===== config.mk =====
export PLATFORM = sky130hd
export DESIGN_NAME = cec_top
export DESIGN_NICKNAME = d
export VERILOG_FILES = /design/src/hw/cec_pkg.sv /design/src/hw/cec_edge_detect.sv /design/src/hw/cec_top.sv
export SDC_FILE = /design/constraint.sdc
export NUM_CORES = 1
export LEC_CHECK = 0
export BUFFER_PORTS_ARGS = -buffer_cell sky130_fd_sc_hd__buf_2
export CORE_ASPECT_RATIO = 0.8
export CORE_MARGIN = 3
export CORE_UTILIZATION = 40
export CTS_BUF_LIST = sky130_fd_sc_hd__clkbuf_2 sky130_fd_sc_hd__clkbuf_4 sky130_fd_sc_hd__clkbuf_8
export CTS_CLUSTER_DIAMETER = 50
export DETAILED_ROUTE_END_ITERATION = 12
export PLACE_DENSITY = 0.65
export SYNTH_ARGS = -nofsm -noshare
export SYNTH_HDL_FRONTEND = slang
export SYNTH_SLANG_ARGS = --single-unit

===== constraint.sdc =====
create_clock -name clk_in -period 3.1 [get_ports clk_in]
set_input_delay 0.155 -clock clk_in [delete_from_list [all_inputs] [get_ports clk_in]]
set_output_delay 0.155 -clock clk_in [all_outputs]
set_load 0.005 [all_outputs]

===== src/hw/cec_pkg.sv =====
// Purpose: Shared constants and types for the comparator event control block
// Assumes: 8-bit I/O register port of the host core
// Notes: One control/status register at I/O offset 0x08
package cec_pkg;
	localparam logic [5:0] CEC_CSR_ADDR = 6'h08;
	localparam logic [7:0] CEC_CSR_RESET = 8'h00;
	localparam int CEC_BIT_POWER_OFF = 7;
	localparam int CEC_BIT_BG_SEL = 6;
	localparam int CEC_BIT_RESULT = 5;
	localparam int CEC_BIT_FLAG = 4;
	localparam int CEC_BIT_IRQ_EN = 3;
	localparam int CEC_BIT_RSVD = 2;
	localparam int CEC_BIT_MODE_HI = 1;
	localparam int CEC_BIT_MODE_LO = 0;
	localparam logic [1:0] CEC_MODE_TOGGLE = 2'h0;
	localparam logic [1:0] CEC_MODE_RSVD = 2'h1;
	localparam logic [1:0] CEC_MODE_FALL = 2'h2;
	localparam logic [1:0] CEC_MODE_RISE = 2'h3;

	typedef struct packed {
		logic power_off;
		logic bg_sel;
		logic flag;
		logic irq_en;
		logic [1:0] mode;
	} cec_ctrl_t;

	typedef struct packed {
		logic wr;
		logic rd;
		logic [5:0] addr;
		logic [7:0] wdata;
	} cec_bus_req_t;
endpackage : cec_pkg


===== src/hw/cec_edge_detect.sv =====
// Purpose: Synchronise the comparator output and detect selected edges
// Assumes: Comparator output is asynchronous to clk_in
// Notes: Reserved mode yields no event
`timescale 1ns/1ps
module cec_edge_detect
	import cec_pkg::*;
(
	input wire logic clk_in, // System clock
	input wire logic sys_rst_in, // Synchronous reset, high
	input wire logic clk_en_in, // Clock enable
	input wire logic raw_in, // Raw comparator output
	input wire logic [1:0] mode_in, // Event mode select
	output logic level_out, // Synchronised comparator level
	output logic event_out // One-cycle selected event
);
	typedef struct packed {
		logic s1;
		logic s2;
		logic prev;
		logic evt;
	} cec_ed_state_t;

	cec_ed_state_t st_ff, nxt_st;

	always_comb begin
		nxt_st = st_ff;
		nxt_st.s1 = raw_in;
		nxt_st.s2 = st_ff.s1;
		nxt_st.prev = st_ff.s2;
		case (mode_in)
			CEC_MODE_TOGGLE: nxt_st.evt = st_ff.s2 ^ st_ff.prev;
			CEC_MODE_FALL: nxt_st.evt = st_ff.prev & ~st_ff.s2;
			CEC_MODE_RISE: nxt_st.evt = ~st_ff.prev & st_ff.s2;
			CEC_MODE_RSVD: nxt_st.evt = 1'b0;
			default: nxt_st.evt = 1'b0;
		endcase
	end

	always_ff @(posedge clk_in) begin
		if (sys_rst_in) begin
			st_ff <= '0;
		end else if (clk_en_in) begin
			st_ff <= nxt_st;
		end
	end

	assign level_out = st_ff.s2;
	assign event_out = st_ff.evt;

	a_rise_event: assert property (@(posedge clk_in)
		disable iff (sys_rst_in)
		clk_en_in && mode_in == CEC_MODE_RISE && !st_ff.prev && st_ff.s2
		|=> event_out) else $error("rise event missed");
	a_rsvd_quiet: assert property (@(posedge clk_in)
		disable iff (sys_rst_in)
		clk_en_in && mode_in == CEC_MODE_RSVD |=> !event_out)
		else $error("reserved mode raised event");
endmodule : cec_edge_detect


===== src/hw/cec_top.sv =====
// Purpose: Control and event logic around an on-chip voltage comparator
// Assumes: Host core I/O port at 8 bits, one access per enabled cycle
// Notes: Analog core is outside; this block drives its controls
// Overview of operation
// - Result is one when positive exceeds negative
// - Result bit 5 read-only, unlatched
// - Mode field: toggle, reserved, falling, rising
// - Matching transition sets event flag bit 4
// - Interrupt needs flag, enable and global enable
// - Interrupt line dedicated to comparator
// - Vector execution clears the flag
// - Writing one clears flag; zero keeps it
// - Power-off bit 7 removes comparator power
// - Bandgap select bit 6 replaces positive input
// - Bit 2 reads zero; bit 6 without variant
// - Reference on with brown-out or bandgap select
// - Negative input connected from first run edge after reset
`timescale 1ns/1ps
module cec_top
	import cec_pkg::*;
#(
	parameter bit HAS_BANDGAP = 1'b1
) (
	input wire logic clk_in, // System clock, 20 MHz
	input wire logic sys_rst_in, // Synchronous reset, high
	input wire logic clk_en_in, // Freezes all state when low
	input wire logic io_wr_in, // I/O write strobe
	input wire logic io_rd_in, // I/O read strobe
	input wire logic [5:0] io_addr_in, // I/O address
	input wire logic [7:0] io_wdata_in, // I/O write data
	output logic [7:0] io_rdata_out, // Registered read data
	input wire logic global_irq_en_in, // Status register global enable
	input wire logic irq_ack_in, // Vector taken for this source
	input wire logic comp_raw_in, // Analog comparator output
	input wire logic brown_out_enable_fuse_in, // Brown-out detector on
	output logic irq_out, // Dedicated comparator interrupt
	output logic comp_power_off_out, // Power down the comparator
	output logic bg_route_out, // Bandgap to positive input
	output logic ref_enable_out, // Internal reference power
	output logic neg_input_connect_out // Negative input connected
);
	typedef struct packed {
		cec_ctrl_t ctrl;
		logic [7:0] rdata;
		logic irq;
		logic pwr_off;
		logic bg_route;
		logic ref_en;
		logic neg_conn;
	} cec_state_t;

	cec_state_t st_ff, nxt_st;
	cec_bus_req_t req;
	logic result;
	logic evt;

	function automatic logic hit(input logic [5:0] a);
		hit = (a == CEC_CSR_ADDR);
	endfunction : hit

	assign req = '{wr: io_wr_in, rd: io_rd_in, addr: io_addr_in,
		wdata: io_wdata_in};

	cec_edge_detect u_edge (
		.clk_in(clk_in),
		.sys_rst_in(sys_rst_in),
		.clk_en_in(clk_en_in),
		.raw_in(comp_raw_in),
		.mode_in(st_ff.ctrl.mode),
		.level_out(result),
		.event_out(evt)
	);

	function automatic logic [7:0] csr_view(input cec_ctrl_t c,
		input logic res);
		logic [7:0] v;
		v = 8'h00;
		v[CEC_BIT_POWER_OFF] = c.power_off;
		v[CEC_BIT_BG_SEL] = HAS_BANDGAP ? c.bg_sel : 1'b0;
		v[CEC_BIT_RESULT] = res;
		v[CEC_BIT_FLAG] = c.flag;
		v[CEC_BIT_IRQ_EN] = c.irq_en;
		v[CEC_BIT_MODE_HI] = c.mode[1];
		v[CEC_BIT_MODE_LO] = c.mode[0];
		csr_view = v;
	endfunction : csr_view

	always_comb begin
		nxt_st = st_ff;
		if (req.wr && hit(req.addr)) begin
			nxt_st.ctrl.power_off = req.wdata[CEC_BIT_POWER_OFF];
			nxt_st.ctrl.bg_sel = HAS_BANDGAP & req.wdata[CEC_BIT_BG_SEL];
			nxt_st.ctrl.irq_en = req.wdata[CEC_BIT_IRQ_EN];
			nxt_st.ctrl.mode = {req.wdata[CEC_BIT_MODE_HI],
				req.wdata[CEC_BIT_MODE_LO]};
			if (req.wdata[CEC_BIT_FLAG]) begin
				nxt_st.ctrl.flag = 1'b0;
			end
		end
		if (irq_ack_in) begin
			nxt_st.ctrl.flag = 1'b0;
		end
		if (evt) begin
			nxt_st.ctrl.flag = 1'b1;
		end
		if (req.rd && hit(req.addr)) begin
			nxt_st.rdata = csr_view(st_ff.ctrl, result);
		end else begin
			nxt_st.rdata = 8'h00;
		end
		nxt_st.irq = nxt_st.ctrl.flag & nxt_st.ctrl.irq_en
			& global_irq_en_in;
		nxt_st.pwr_off = nxt_st.ctrl.power_off;
		nxt_st.bg_route = nxt_st.ctrl.bg_sel;
		nxt_st.ref_en = brown_out_enable_fuse_in
			| nxt_st.ctrl.bg_sel;
		nxt_st.neg_conn = 1'b1;
	end

	always_ff @(posedge clk_in) begin
		if (sys_rst_in) begin
			st_ff <= '0;
		end else if (clk_en_in) begin
			st_ff <= nxt_st;
		end
	end

	assign io_rdata_out = st_ff.rdata;
	assign irq_out = st_ff.irq;
	assign comp_power_off_out = st_ff.pwr_off;
	assign bg_route_out = st_ff.bg_route;
	assign ref_enable_out = st_ff.ref_en;
	assign neg_input_connect_out = st_ff.neg_conn;

	// Flag set by a matching event
	a_flag_set: assert property (@(posedge clk_in)
		disable iff (sys_rst_in)
		clk_en_in && evt |=> st_ff.ctrl.flag)
		else $error("event did not set flag");

	// Write one clears the flag
	a_flag_wclear: assert property (@(posedge clk_in)
		disable iff (sys_rst_in)
		clk_en_in && !evt && req.wr && hit(req.addr)
		&& req.wdata[CEC_BIT_FLAG] |=> !st_ff.ctrl.flag)
		else $error("write one did not clear flag");

	// Write zero keeps the flag
	a_flag_wkeep: assert property (@(posedge clk_in)
		disable iff (sys_rst_in)
		clk_en_in && st_ff.ctrl.flag && !irq_ack_in && req.wr
		&& !req.wdata[CEC_BIT_FLAG] |=> st_ff.ctrl.flag)
		else $error("write zero changed flag");

	// Flag holds without a clear source
	a_flag_hold: assert property (@(posedge clk_in)
		disable iff (sys_rst_in)
		clk_en_in && st_ff.ctrl.flag && !irq_ack_in
		&& !(req.wr && hit(req.addr) && req.wdata[CEC_BIT_FLAG])
		|=> st_ff.ctrl.flag)
		else $error("flag dropped on its own");

	// Vector taken clears the flag
	a_ack_clear: assert property (@(posedge clk_in)
		disable iff (sys_rst_in)
		clk_en_in && irq_ack_in && !evt |=> !st_ff.ctrl.flag)
		else $error("vector did not clear flag");

	// Request only with all enables
	a_irq_gate: assert property (@(posedge clk_in)
		disable iff (sys_rst_in)
		irq_out && $past(clk_en_in) |-> st_ff.ctrl.flag
		&& st_ff.ctrl.irq_en && $past(global_irq_en_in))
		else $error("interrupt without all enables");

	// Request raised once all enables stand
	a_irq_set: assert property (@(posedge clk_in)
		disable iff (sys_rst_in)
		clk_en_in && st_ff.ctrl.flag && st_ff.ctrl.irq_en
		&& global_irq_en_in && !irq_ack_in
		&& !(req.wr && hit(req.addr)) |=> irq_out)
		else $error("interrupt not raised");

	// Result bit taken from the synchronised level
	a_rd_result: assert property (@(posedge clk_in)
		disable iff (sys_rst_in)
		clk_en_in && req.rd && hit(req.addr)
		|=> io_rdata_out[CEC_BIT_RESULT] == $past(result)
		&& io_rdata_out[CEC_BIT_RSVD] == 1'b0)
		else $error("read view wrong");

	// Reserved bits read zero
	a_rsvd_zero: assert property (@(posedge clk_in)
		disable iff (sys_rst_in)
		clk_en_in && req.rd && hit(req.addr)
		|=> io_rdata_out[CEC_BIT_RSVD] == 1'b0
		&& (HAS_BANDGAP || io_rdata_out[CEC_BIT_BG_SEL] == 1'b0))
		else $error("reserved bit set");

	// Read port idles at zero
	a_rd_idle: assert property (@(posedge clk_in)
		disable iff (sys_rst_in)
		clk_en_in && !(req.rd && hit(req.addr))
		|=> io_rdata_out == 8'h00)
		else $error("read data not idle");

	// Reference power follows fuse or select
	a_ref_power: assert property (@(posedge clk_in)
		disable iff (sys_rst_in)
		ref_enable_out == ($past(brown_out_enable_fuse_in)
		|| st_ff.ctrl.bg_sel) || !$past(clk_en_in))
		else $error("reference power wrong");

	// Control outputs follow the fields
	a_pwr_follow: assert property (@(posedge clk_in)
		disable iff (sys_rst_in)
		comp_power_off_out == st_ff.ctrl.power_off
		&& bg_route_out == st_ff.ctrl.bg_sel)
		else $error("power or route mismatch");

	// Written fields land on the next edge
	a_wr_fields: assert property (@(posedge clk_in)
		disable iff (sys_rst_in)
		clk_en_in && req.wr && hit(req.addr)
		|=> comp_power_off_out == $past(req.wdata[CEC_BIT_POWER_OFF])
		&& st_ff.ctrl.mode == $past(req.wdata[1:0]))
		else $error("written field lost");

	// Negative input attached after first run edge
	a_neg_conn: assert property (@(posedge clk_in)
		disable iff (sys_rst_in)
		$past(clk_en_in) && !$past(sys_rst_in)
		|-> neg_input_connect_out)
		else $error("negative input detached");
endmodule : cec_top


==> impl_metrics.env, run 1 <==
export IMPL_p_total_w=0.000427
export IMPL_clock_sinks=20
export IMPL_synthArstFlopShare=0
export IMPL_yosysSeqAreaShare=0.409
export IMPL_slew_viol_final=0
export IMPL_postPlaceCellArea_mm2=0.00108
export IMPL_synthTopCellsByCount="dfxtp_1, nor2_1, buf_4, mux2i_1"
export IMPL_cts_tree="yes"
export IMPL_vdd_drop_max_v=0.000308
export IMPL_clk_latency_ns=0.30
export IMPL_grt_pass1_wl_um=2990
export IMPL_fin_area_mm2=0.00110
export IMPL_avgSynthCellArea_um2=9.50
export IMPL_syn2layout_area_growth_pct=12.9
export IMPL_drcViolationCount=0
export IMPL_fin_nets=152
export IMPL_yosysMostFrequentCell="dfxtp_1"
export IMPL_synth_ff_type="dfxtp_1"
export IMPL_clockRootBuffer="clkbuf_4"
export IMPL_drt_iter0_markers=21
export IMPL_synth_top_area_frac=0.409
export IMPL_rows=15
export IMPL_hold_viol=0
export IMPL_hold_path_class="in2reg"
export IMPL_run_status="finished clean"
export IMPL_p_per_area_mw_per_mm2=386
export IMPL_cp_arrival_ns=1.53
export IMPL_num_antenna_cells=0
export IMPL_muxShareOfSynthArea=0.0934
export IMPL_critPathRequiredTime_ns=3.31
export IMPL_rsz0062_at_grt="false"
export IMPL_synthAdderAreaFrac=0.0256
export IMPL_synth_compound_area_frac=0.133
export IMPL_crit_path_max_fanout=5
export IMPL_crit_chain="inv_1 -> ha_1 -> nor3_1 -> a21oi_1 -> a211oi_1"
export IMPL_wl_per_cell_um=12.7
export IMPL_h_tree_depth=1
export IMPL_io_buffer_count=32
export IMPL_totalWireLength_um=1900
export IMPL_synth_area_um2=978
export IMPL_ioPinCount=36
export IMPL_initial_utilization=0.438
export IMPL_place_hpwl_um=1380
export IMPL_ys_types=28
export IMPL_cp_slowest_cell="dfxtp_1"
export IMPL_path_clk_slew_ns=0.11
export IMPL_drive_gt1_frac=0.432
export IMPL_grt_pass1_vias=687
export IMPL_reg2reg_depth=5
export IMPL_leakage_nw=0.518
export IMPL_synth_seq_cells=20
export IMPL_fillCellCount=231
export IMPL_cap_violations=0
export IMPL_vias=745
export IMPL_critPathLaunchType="flop"
export IMPL_via_per_inst=4.97
export IMPL_drtPass1Iterations=4
export IMPL_final_setup_skew_ns=0.00441
export IMPL_cp_end_kind="flop"
export IMPL_gp_congestion=0.830
export IMPL_fin_setup_tns_ns=0
export IMPL_synth_top_family_by_area="simple AND/OR/NAND/NOR gates"
export IMPL_grt_max_degree=23
export IMPL_yosysWarnings=0
export IMPL_die_w_um=61.3
export IMPL_synth_area_leaders="dfxtp_1, mux2i_1, a21oi_2"
export IMPL_setup_slack_ns=1.78
export IMPL_cts_resized=0
export IMPL_coreArea_mm2=0.00223
export IMPL_overflow=0
export IMPL_min_period_ns=1.32
export IMPL_fmax_mhz=756
export IMPL_synth_edff_count=0
export IMPL_criticalPathCategory="reg2reg"
export IMPL_antenna_found_initial=0
export IMPL_whs_path_depth=3
export IMPL_syn_inst=103
export IMPL_synthSimpleGateAreaFrac=0.234
export IMPL_cts_setup_buffers=0
export IMPL_setup_viol=0
export IMPL_fin_crit_sh=0.427
export IMPL_dieArea_mm2=0.00308
export IMPL_cts_buffers=3
export IMPL_holdBufCountCts=0
export IMPL_place_ws_ns=1.56
export IMPL_synth_xor_area_share=0
export IMPL_syn_nets=128
export IMPL_die_y_um=50.2
export IMPL_max_stage_delay_ns=0.43
export IMPL_synth_largest_area_cell="dfxtp_1"
export IMPL_antenna_left=0
export IMPL_grt_use_total=0.131
export IMPL_cts_buffer_depth=2
cells by family (layout without fill, tap and decap cells):
logic type      Yosys count  in the layout
compound gates           17             17
flops                    20             20
other cells               1              1
mux                       9              9
simple gates             38             38
buf+inv                  16             38
fa+ha+maj                 2              2
registers in the layout (all words and copies together) (netlist names):
register               flops
u_edge.st_ff               1
neg_input_connect_out      1
comp_power_off_out         1
u_edge.level_out           1
io_rdata_out               7
u_edge.nxt_st              1
bg_route_out               1
u_edge.event_out           1
ref_enable_out             1
st_ff                      4
irq_out                    1
routing by layer:
metal / vias to the layer above / track usage / share of wire
met5: - / 0 / 0
met1: 340 / 0.174 / 0.47
met4: 0 / 0.0325 / 0.0089
met2: 20 / 0.194 / 0.45
li1: 383 / - / -
met3: 2 / 0.0540 / 0.069
layout make-up:
type | count | area (µm²) | area share
clock buffers | 3 | 22.5 | 0.0204
inverters | 3 | 11.3 | 0.0102
multi-input cells | 67 | 479 | 0.434
flip-flops and latches | 20 | 400 | 0.362
well taps | 25 | 31.3 | 0.0283
repair buffers | 32 | 160 | 0.145
stage by stage:
| stage | hold WS, ns | instances | utilization |
|---|---|---|---|
| after floorplan | 0.299 | 103 | - |
| after global placement | 0.392 | 147 | 0.485 |
| after detailed placement | 0.394 | 147 | 0.485 |
| after CTS | 0.0793 | 150 | 0.495 |
| after global routing | 0.0906 | 150 | 0.495 |
| final | 0.0821 | 150 | 0.495 |
worst max-delay path, delay by kind of cell, from the launching register on:
family                     cells  cell delay [ns]
buffers and inverters          1             0.07
adders and majority gates      1             0.29
DFF                            1             0.43
and+or+nand+nor                1             0.14
AOI/OAI and AO/OA              2             0.32
worst paths after layout:
check,slack [ns],from,endpoint
setup / recovery,1.78,u_edge.level_out,u_edge.event_out
setup reg to reg,1.78,u_edge.level_out,u_edge.event_out
hold / removal,0.08,io_wdata_in[7],comp_power_off_out
hold reg to reg,0.48,irq_out,irq_out
layout by cell type, fill, tap and decap left out, types with 2 or more instances in the layout:
cell type	synthesis	final
a21oi_2	7	7
a311oi_1	2	2
clkbuf_4	0	3
a211oi_1	3	3
ha_1	2	2
nor2_1	15	15
buf_2	1	32
nor2_2	7	7
inv_1	3	3
dfxtp_1	20	20
a21oi_1	3	3
mux2i_1	8	8
nor2b_1	7	7
power by group:
group	total (W)	leakage, nW	internal (W)	switching (W)
Combinational	0.0000402	0.342	0.0000184	0.0000219
Clock	0.000121	0.0138	0.0000453	0.0000755
Sequential	0.000266	0.162	0.000262	0.00000386
Power figures use the tool's default switching activity.
==> run 2, diff against run 1 <==
==> constraint.sdc (replaced) <==
create_clock -name clk_in -period 1.3 [get_ports clk_in]
set_input_delay 0.065 -clock clk_in [delete_from_list [all_inputs] [get_ports clk_in]]
set_output_delay 0.065 -clock clk_in [all_outputs]
set_load 0.005 [all_outputs]
==> impl_metrics.env, run 2 (synthesis gave the netlist of run 1 again) <==
export IMPL_run_status="finished clean"
export IMPL_critPathRequiredTime_ns=1.48
export IMPL_leakage_nw=0.554
export IMPL_cts_resized=0
export IMPL_drt_iter0_markers=3
export IMPL_vias=777
export IMPL_initial_utilization=0.438
export IMPL_antenna_found_initial=0
export IMPL_die_w_um=61.3
export IMPL_fmax_mhz=837
export IMPL_grt_max_degree=21
export IMPL_ioPinCount=36
export IMPL_cp_arrival_ns=1.37
export IMPL_critPathLaunchType="flop"
export IMPL_fin_util=0.527
export IMPL_cts_buffer_depth=2
export IMPL_setup_viol=0
export IMPL_totalWireLength_um=1890
export IMPL_path_clk_slew_ns=0.10
export IMPL_placed_cells=151
export IMPL_p_sw_w=0.000236
export IMPL_drive_gt1_frac=0.439
export IMPL_grt_pass1_wl_um=3180
export IMPL_clockRootBuffer="clkbuf_4"
export IMPL_rsz0062_at_grt="false"
export IMPL_coreArea_mm2=0.00223
export IMPL_vdd_drop_max_v=0.000549
export IMPL_criticalPathCategory="reg2reg"
export IMPL_clk_latency_ns=0.30
export IMPL_place_hpwl_um=1430
export IMPL_grt_pass1_vias=707
export IMPL_fin_area_mm2=0.00118
export IMPL_clock_sinks=20
export IMPL_pwr_share_clk=0.276
export IMPL_h_tree_depth=1
export IMPL_gp_congestion=0.818
export IMPL_slew_viol_final=0
export IMPL_antenna_left=0
export IMPL_postPlaceCellArea_mm2=0.00112
export IMPL_cp_end_kind="flop"
export IMPL_fin_cells=157
export IMPL_dieArea_mm2=0.00308
export IMPL_fin_nets=159
export IMPL_hold_viol=0
export IMPL_io_buffer_count=32
export IMPL_p_per_area_mw_per_mm2=869
export IMPL_min_period_ns=1.19
export IMPL_wl_per_cell_um=12.1
export IMPL_num_antenna_cells=0
export IMPL_cts_buffers=3
export IMPL_cap_violations=0
export IMPL_via_per_inst=4.95
export IMPL_intPower_w=0.000787
export IMPL_fin_crit_sh=0.919
export IMPL_rows=15
export IMPL_crit_path_max_fanout=3
export IMPL_drcViolationCount=0
export IMPL_fin_setup_tns_ns=0
export IMPL_die_y_um=50.2
export IMPL_overflow=0
export IMPL_pwr_share_seq=0.619
export IMPL_cts_tree="yes"
export IMPL_hold_path_class="in2reg"
export IMPL_netSwitchingFraction=0.231
export IMPL_whs_ns=0.00555
export IMPL_comb_power_share=0.105
export IMPL_grt_use_total=0.138
export IMPL_final_setup_skew_ns=0.00604
export IMPL_final_common_cell="buf_2"
export IMPL_largest_reg_flops=7
export IMPL_drtPass1Iterations=4
export IMPL_syn2layout_area_growth_pct=20.3
export IMPL_layout_common_cells="buf_2, dfxtp_1, nor2_1"
## run 2: layer usage
metal  global-route usage  part of all wire
met1                0.182              0.45
met2                0.208              0.46
met3               0.0617             0.081
met4               0.0253            0.0063
met5                    0                 0
## run 2: area by class of cell
class / instances / area, µm²
clock buffers: 3 / 22.5
fillers: 217 / 1060
flip-flops and latches: 20 / 400
inverters: 3 / 11.3
repair buffers: 39 / 233
multi-input cells: 67 / 479
well taps: 25 / 31.3
## run 2: worst paths after layout
kind                            cells after the start        startpoint  slack, ns               end
worst max-delay path                                5  u_edge.level_out       0.11  u_edge.event_out
worst min register to register                      2           irq_out       0.48           irq_out
worst max register to register                      5  u_edge.level_out       0.11  u_edge.event_out
worst min-delay path                                3       comp_raw_in      0.006  u_edge.nxt_st[2]
## run 2: per-stage QoR
step	total power (W)	setup slack [ns]
global route	0.00108	0.000776
global placement	0.000747	0.0478
finish	0.00102	0.106
CTS	0.00104	0.0941
detailed placement	0.000748	0.0391
floorplan	0.000699	0.109
## run 2: worst max-delay path, stage by stage (launching register included)
cell,delay (ns)
dfxtp_1,0.36
inv_1,0.05
ha_1,0.18
mux2_2,0.26
a21oi_1,0.14
a211oi_1,0.08
## run 2: power groups by stage
stage	registers, W	clock network (W)	logic (W)
final	0.000633	0.000282	0.000108
after detailed placement	0.000647	0	0.000101
after floorplan	0.000646	0	0.0000524
after CTS	0.000633	0.000297	0.000109
after global placement	0.000647	0	0.000100
after global routing	0.000635	0.000325	0.000121
## run 2: what timing repair did
item | 4_1_cts | 5_1_grt
hold buffers | 3 | 0
buffers inserted | 0 | 0
hold endpoints to repair | 3 | 0
==> run 3, diff against run 2 <==
--- a/config.mk
+++ b/config.mk
@@ -5,14 +5,15 @@
 export SDC_FILE = /design/constraint.sdc
 export NUM_CORES = 1
 export LEC_CHECK = 0
+export ABC_AREA = 1
 export BUFFER_PORTS_ARGS = -buffer_cell sky130_fd_sc_hd__buf_2
-export CORE_ASPECT_RATIO = 0.8
+export CORE_ASPECT_RATIO = 1.2
 export CORE_MARGIN = 3
 export CORE_UTILIZATION = 40
 export CTS_BUF_LIST = sky130_fd_sc_hd__clkbuf_2 sky130_fd_sc_hd__clkbuf_4 sky130_fd_sc_hd__clkbuf_8
 export CTS_CLUSTER_DIAMETER = 50
 export DETAILED_ROUTE_END_ITERATION = 12
-export PLACE_DENSITY = 0.65
+export PLACE_DENSITY = 0.67
 export SYNTH_ARGS = -nofsm -noshare
 export SYNTH_HDL_FRONTEND = slang
 export SYNTH_SLANG_ARGS = --single-unit
==> impl_metrics.env, run 3 <==
export IMPL_run_status="finished clean"
export IMPL_yosysWarnings=0
export IMPL_pwr_share_clk=0.316
export IMPL_synth_largest_area_cell="dfxtp_1"
export IMPL_criticalPathCategory="reg2reg"
export IMPL_syn_nets=149
export IMPL_setup_viol=0
export IMPL_cts_setup_buffers=0
export IMPL_cts_tree="yes"
export IMPL_clockRootBuffer="clkbuf_4"
export IMPL_slew_viol_final=0
export IMPL_netSwitchingFraction=0.243
export IMPL_fin_crit_sh=0.894
export IMPL_layout_common_cells="buf_2, dfxtp_1, a21oi_1"
export IMPL_gp_congestion=0.788
export IMPL_cp_arrival_ns=1.40
export IMPL_fmax_mhz=861
export IMPL_critPathRequiredTime_ns=1.54
export IMPL_grt_use_total=0.143
export IMPL_io_buffer_count=32
export IMPL_hold_path_class="in2reg"
export IMPL_yosysMostFrequentCell="dfxtp_1"
export IMPL_ys_types=23
export IMPL_cts_buffer_depth=2
export IMPL_fillCellCount=236
export IMPL_dieArea_mm2=0.00307
export IMPL_largest_reg_flops=7
export IMPL_hp_start="global_irq_en_in"
export IMPL_drt_iter0_markers=11
export IMPL_final_setup_skew_ns=0.00210
export IMPL_antenna_left=0
export IMPL_cp_end_kind="flop"
export IMPL_cts_buffers=3
export IMPL_wl_per_cell_um=10.9
export IMPL_synth_ff_type="dfxtp_1"
export IMPL_synth_seq_cells=20
export IMPL_hold_viol=0
export IMPL_whs_path_depth=3
export IMPL_syn_inst=124
export IMPL_intPower_w=0.000865
export IMPL_overflow=0
export IMPL_critPathLaunchType="flop"
export IMPL_totalWireLength_um=1960
export IMPL_rows=18
export IMPL_drive_gt1_frac=0.322
export IMPL_reg2reg_depth=5
export IMPL_vias=848
export IMPL_synthArstFlopShare=0
export IMPL_pwr_share_seq=0.566
export IMPL_cap_violations=0
export IMPL_fin_setup_tns_ns=0
export IMPL_ioPinCount=36
export IMPL_fin_nets=175
export IMPL_hold_end="irq_out"
export IMPL_synthTopCellsByCount="dfxtp_1, a21oi_1, nand2_1, o21ai_0"
export IMPL_final_common_cell="buf_2"
export IMPL_comb_power_share=0.118
export IMPL_seq_area_um2=404
export IMPL_crit_path_max_fanout=4
export IMPL_synth_area_leaders="dfxtp_1, a21oi_1, o21ai_0"
export IMPL_die_y_um=60.1
export IMPL_die_w_um=51.1
export IMPL_initial_utilization=0.446
export IMPL_rr_startpoint="u_edge.level_out"
export IMPL_fin_cells=179
export IMPL_vdd_drop_max_v=0.000564
export IMPL_avgSynthCellArea_um2=7.86
export IMPL_synth_area_um2=975
export IMPL_coreArea_mm2=0.00218
export IMPL_multi_input_area_um2=418
export IMPL_p_sw_w=0.000278
export IMPL_via_per_inst=4.74
export IMPL_h_tree_depth=1
export IMPL_fin_util=0.520
export IMPL_synth_top_area_frac=0.411
export IMPL_timing_rr_end="u_edge.event_out"
export IMPL_num_antenna_cells=0
export IMPL_min_period_ns=1.16
export IMPL_syn2layout_area_growth_pct=16.6
export IMPL_synth_edff_count=0
export IMPL_placed_cells=173
export IMPL_grt_pass1_vias=808
export IMPL_path_clk_slew_ns=0.11
export IMPL_drcViolationCount=0
export IMPL_clock_sinks=20
export IMPL_rsz0062_at_grt="false"
export IMPL_r2r_setup_slack_ns=0.14
export IMPL_yosysSeqAreaShare=0.411
export IMPL_clk_latency_ns=0.30
export IMPL_grt_pass1_wl_um=3330
export IMPL_antenna_found_initial=0
export IMPL_drtPass1Iterations=4
export IMPL_p_per_area_mw_per_mm2=1010
export IMPL_grt_max_degree=15
export IMPL_place_hpwl_um=1530
export IMPL_leakage_nw=0.516
==> run 3: worst max-delay path, cell delays in order (launching register included) <==
cell      delay, ns
dfxtp_4        0.38
inv_1          0.05
ha_1           0.27
o21ai_0        0.14
o221ai_1       0.12
a21oi_1        0.13
==> run 3: worst max path at each step <==
stage | cells after the start | from | slack (ns) | endpoint
final | 5 | u_edge.level_out | 0.14 | u_edge.event_out
after global routing | 5 | u_edge.level_out | 0.007 | u_edge.event_out
after CTS | 5 | u_edge.level_out | 0.06 | u_edge.event_out
after detailed placement | 5 | u_edge.level_out | 0.09 | u_edge.event_out
after global placement | 5 | u_edge.level_out | 0.14 | u_edge.event_out
after floorplan | 5 | u_edge.level_out | 0.18 | u_edge.event_out
==> run 3: metal layers <==
metal / track usage / wire [µm]
met3: 0.00748 / 77
met1: 0.165 / 820
met5: 0 / 0
met2: 0.250 / 1010
met4: 0.104 / 49
==> run 3: power groups by stage <==
stage          Sequential, W  Clock [W]  Combinational [W]
2_1_floorplan       0.000659          0          0.0000880
3_3_place_gp        0.000660          0           0.000127
3_5_place_dp        0.000661          0           0.000131
6_report            0.000647   0.000361           0.000135
4_1_cts             0.000647   0.000371           0.000137
5_1_grt             0.000650   0.000394           0.000154
==> run 3: what timing repair did <==
item | CTS | global route
setup endpoints to repair | 0 | 1
hold buffers | 2 | 0
gates resized for setup | 0 | 2
endpoints found under the hold margin | 2 | 0
==> run 3: final cells by class <==
| type | count | share of cell area |
|---|---|---|
| multi-input combinational | 76 | 0.368 |
| clock buffer | 4 | 0.0319 |
| sequential | 20 | 0.356 |
| tap | 30 | 0.0330 |
| timing repair buffer | 35 | 0.165 |
| inverter | 14 | 0.0463 |
==> run 3: metrics by stage <==
stage / worst slack (ns) / hold slack, ns / total power, W / area (µm²)
6_report: 0.138 / 0.00702 / 0.00114 / 1140
5_1_grt: 0.00700 / 0.00565 / 0.00120 / 1140
4_1_cts: 0.0590 / 0.000343 / 0.00116 / 1130
3_5_place_dp: 0.0864 / 0.296 / 0.000792 / 1080
3_3_place_gp: 0.136 / 0.291 / 0.000787 / 1080
2_1_floorplan: 0.183 / 0.200 / 0.000747 / 975
==> run 3: cells by family (layout without fill, tap and decap cells) <==
kind of cell,count (synthesis),after routing,share of synthesized area
DFF,20,20,0.411
AOI/OAI and AO/OA,35,35,0.195
other,1,1,0.00385
adders and majority gates,2,2,0.0257
buffers and inverters,28,53,0.160
and+or+nand+nor,38,38,0.204
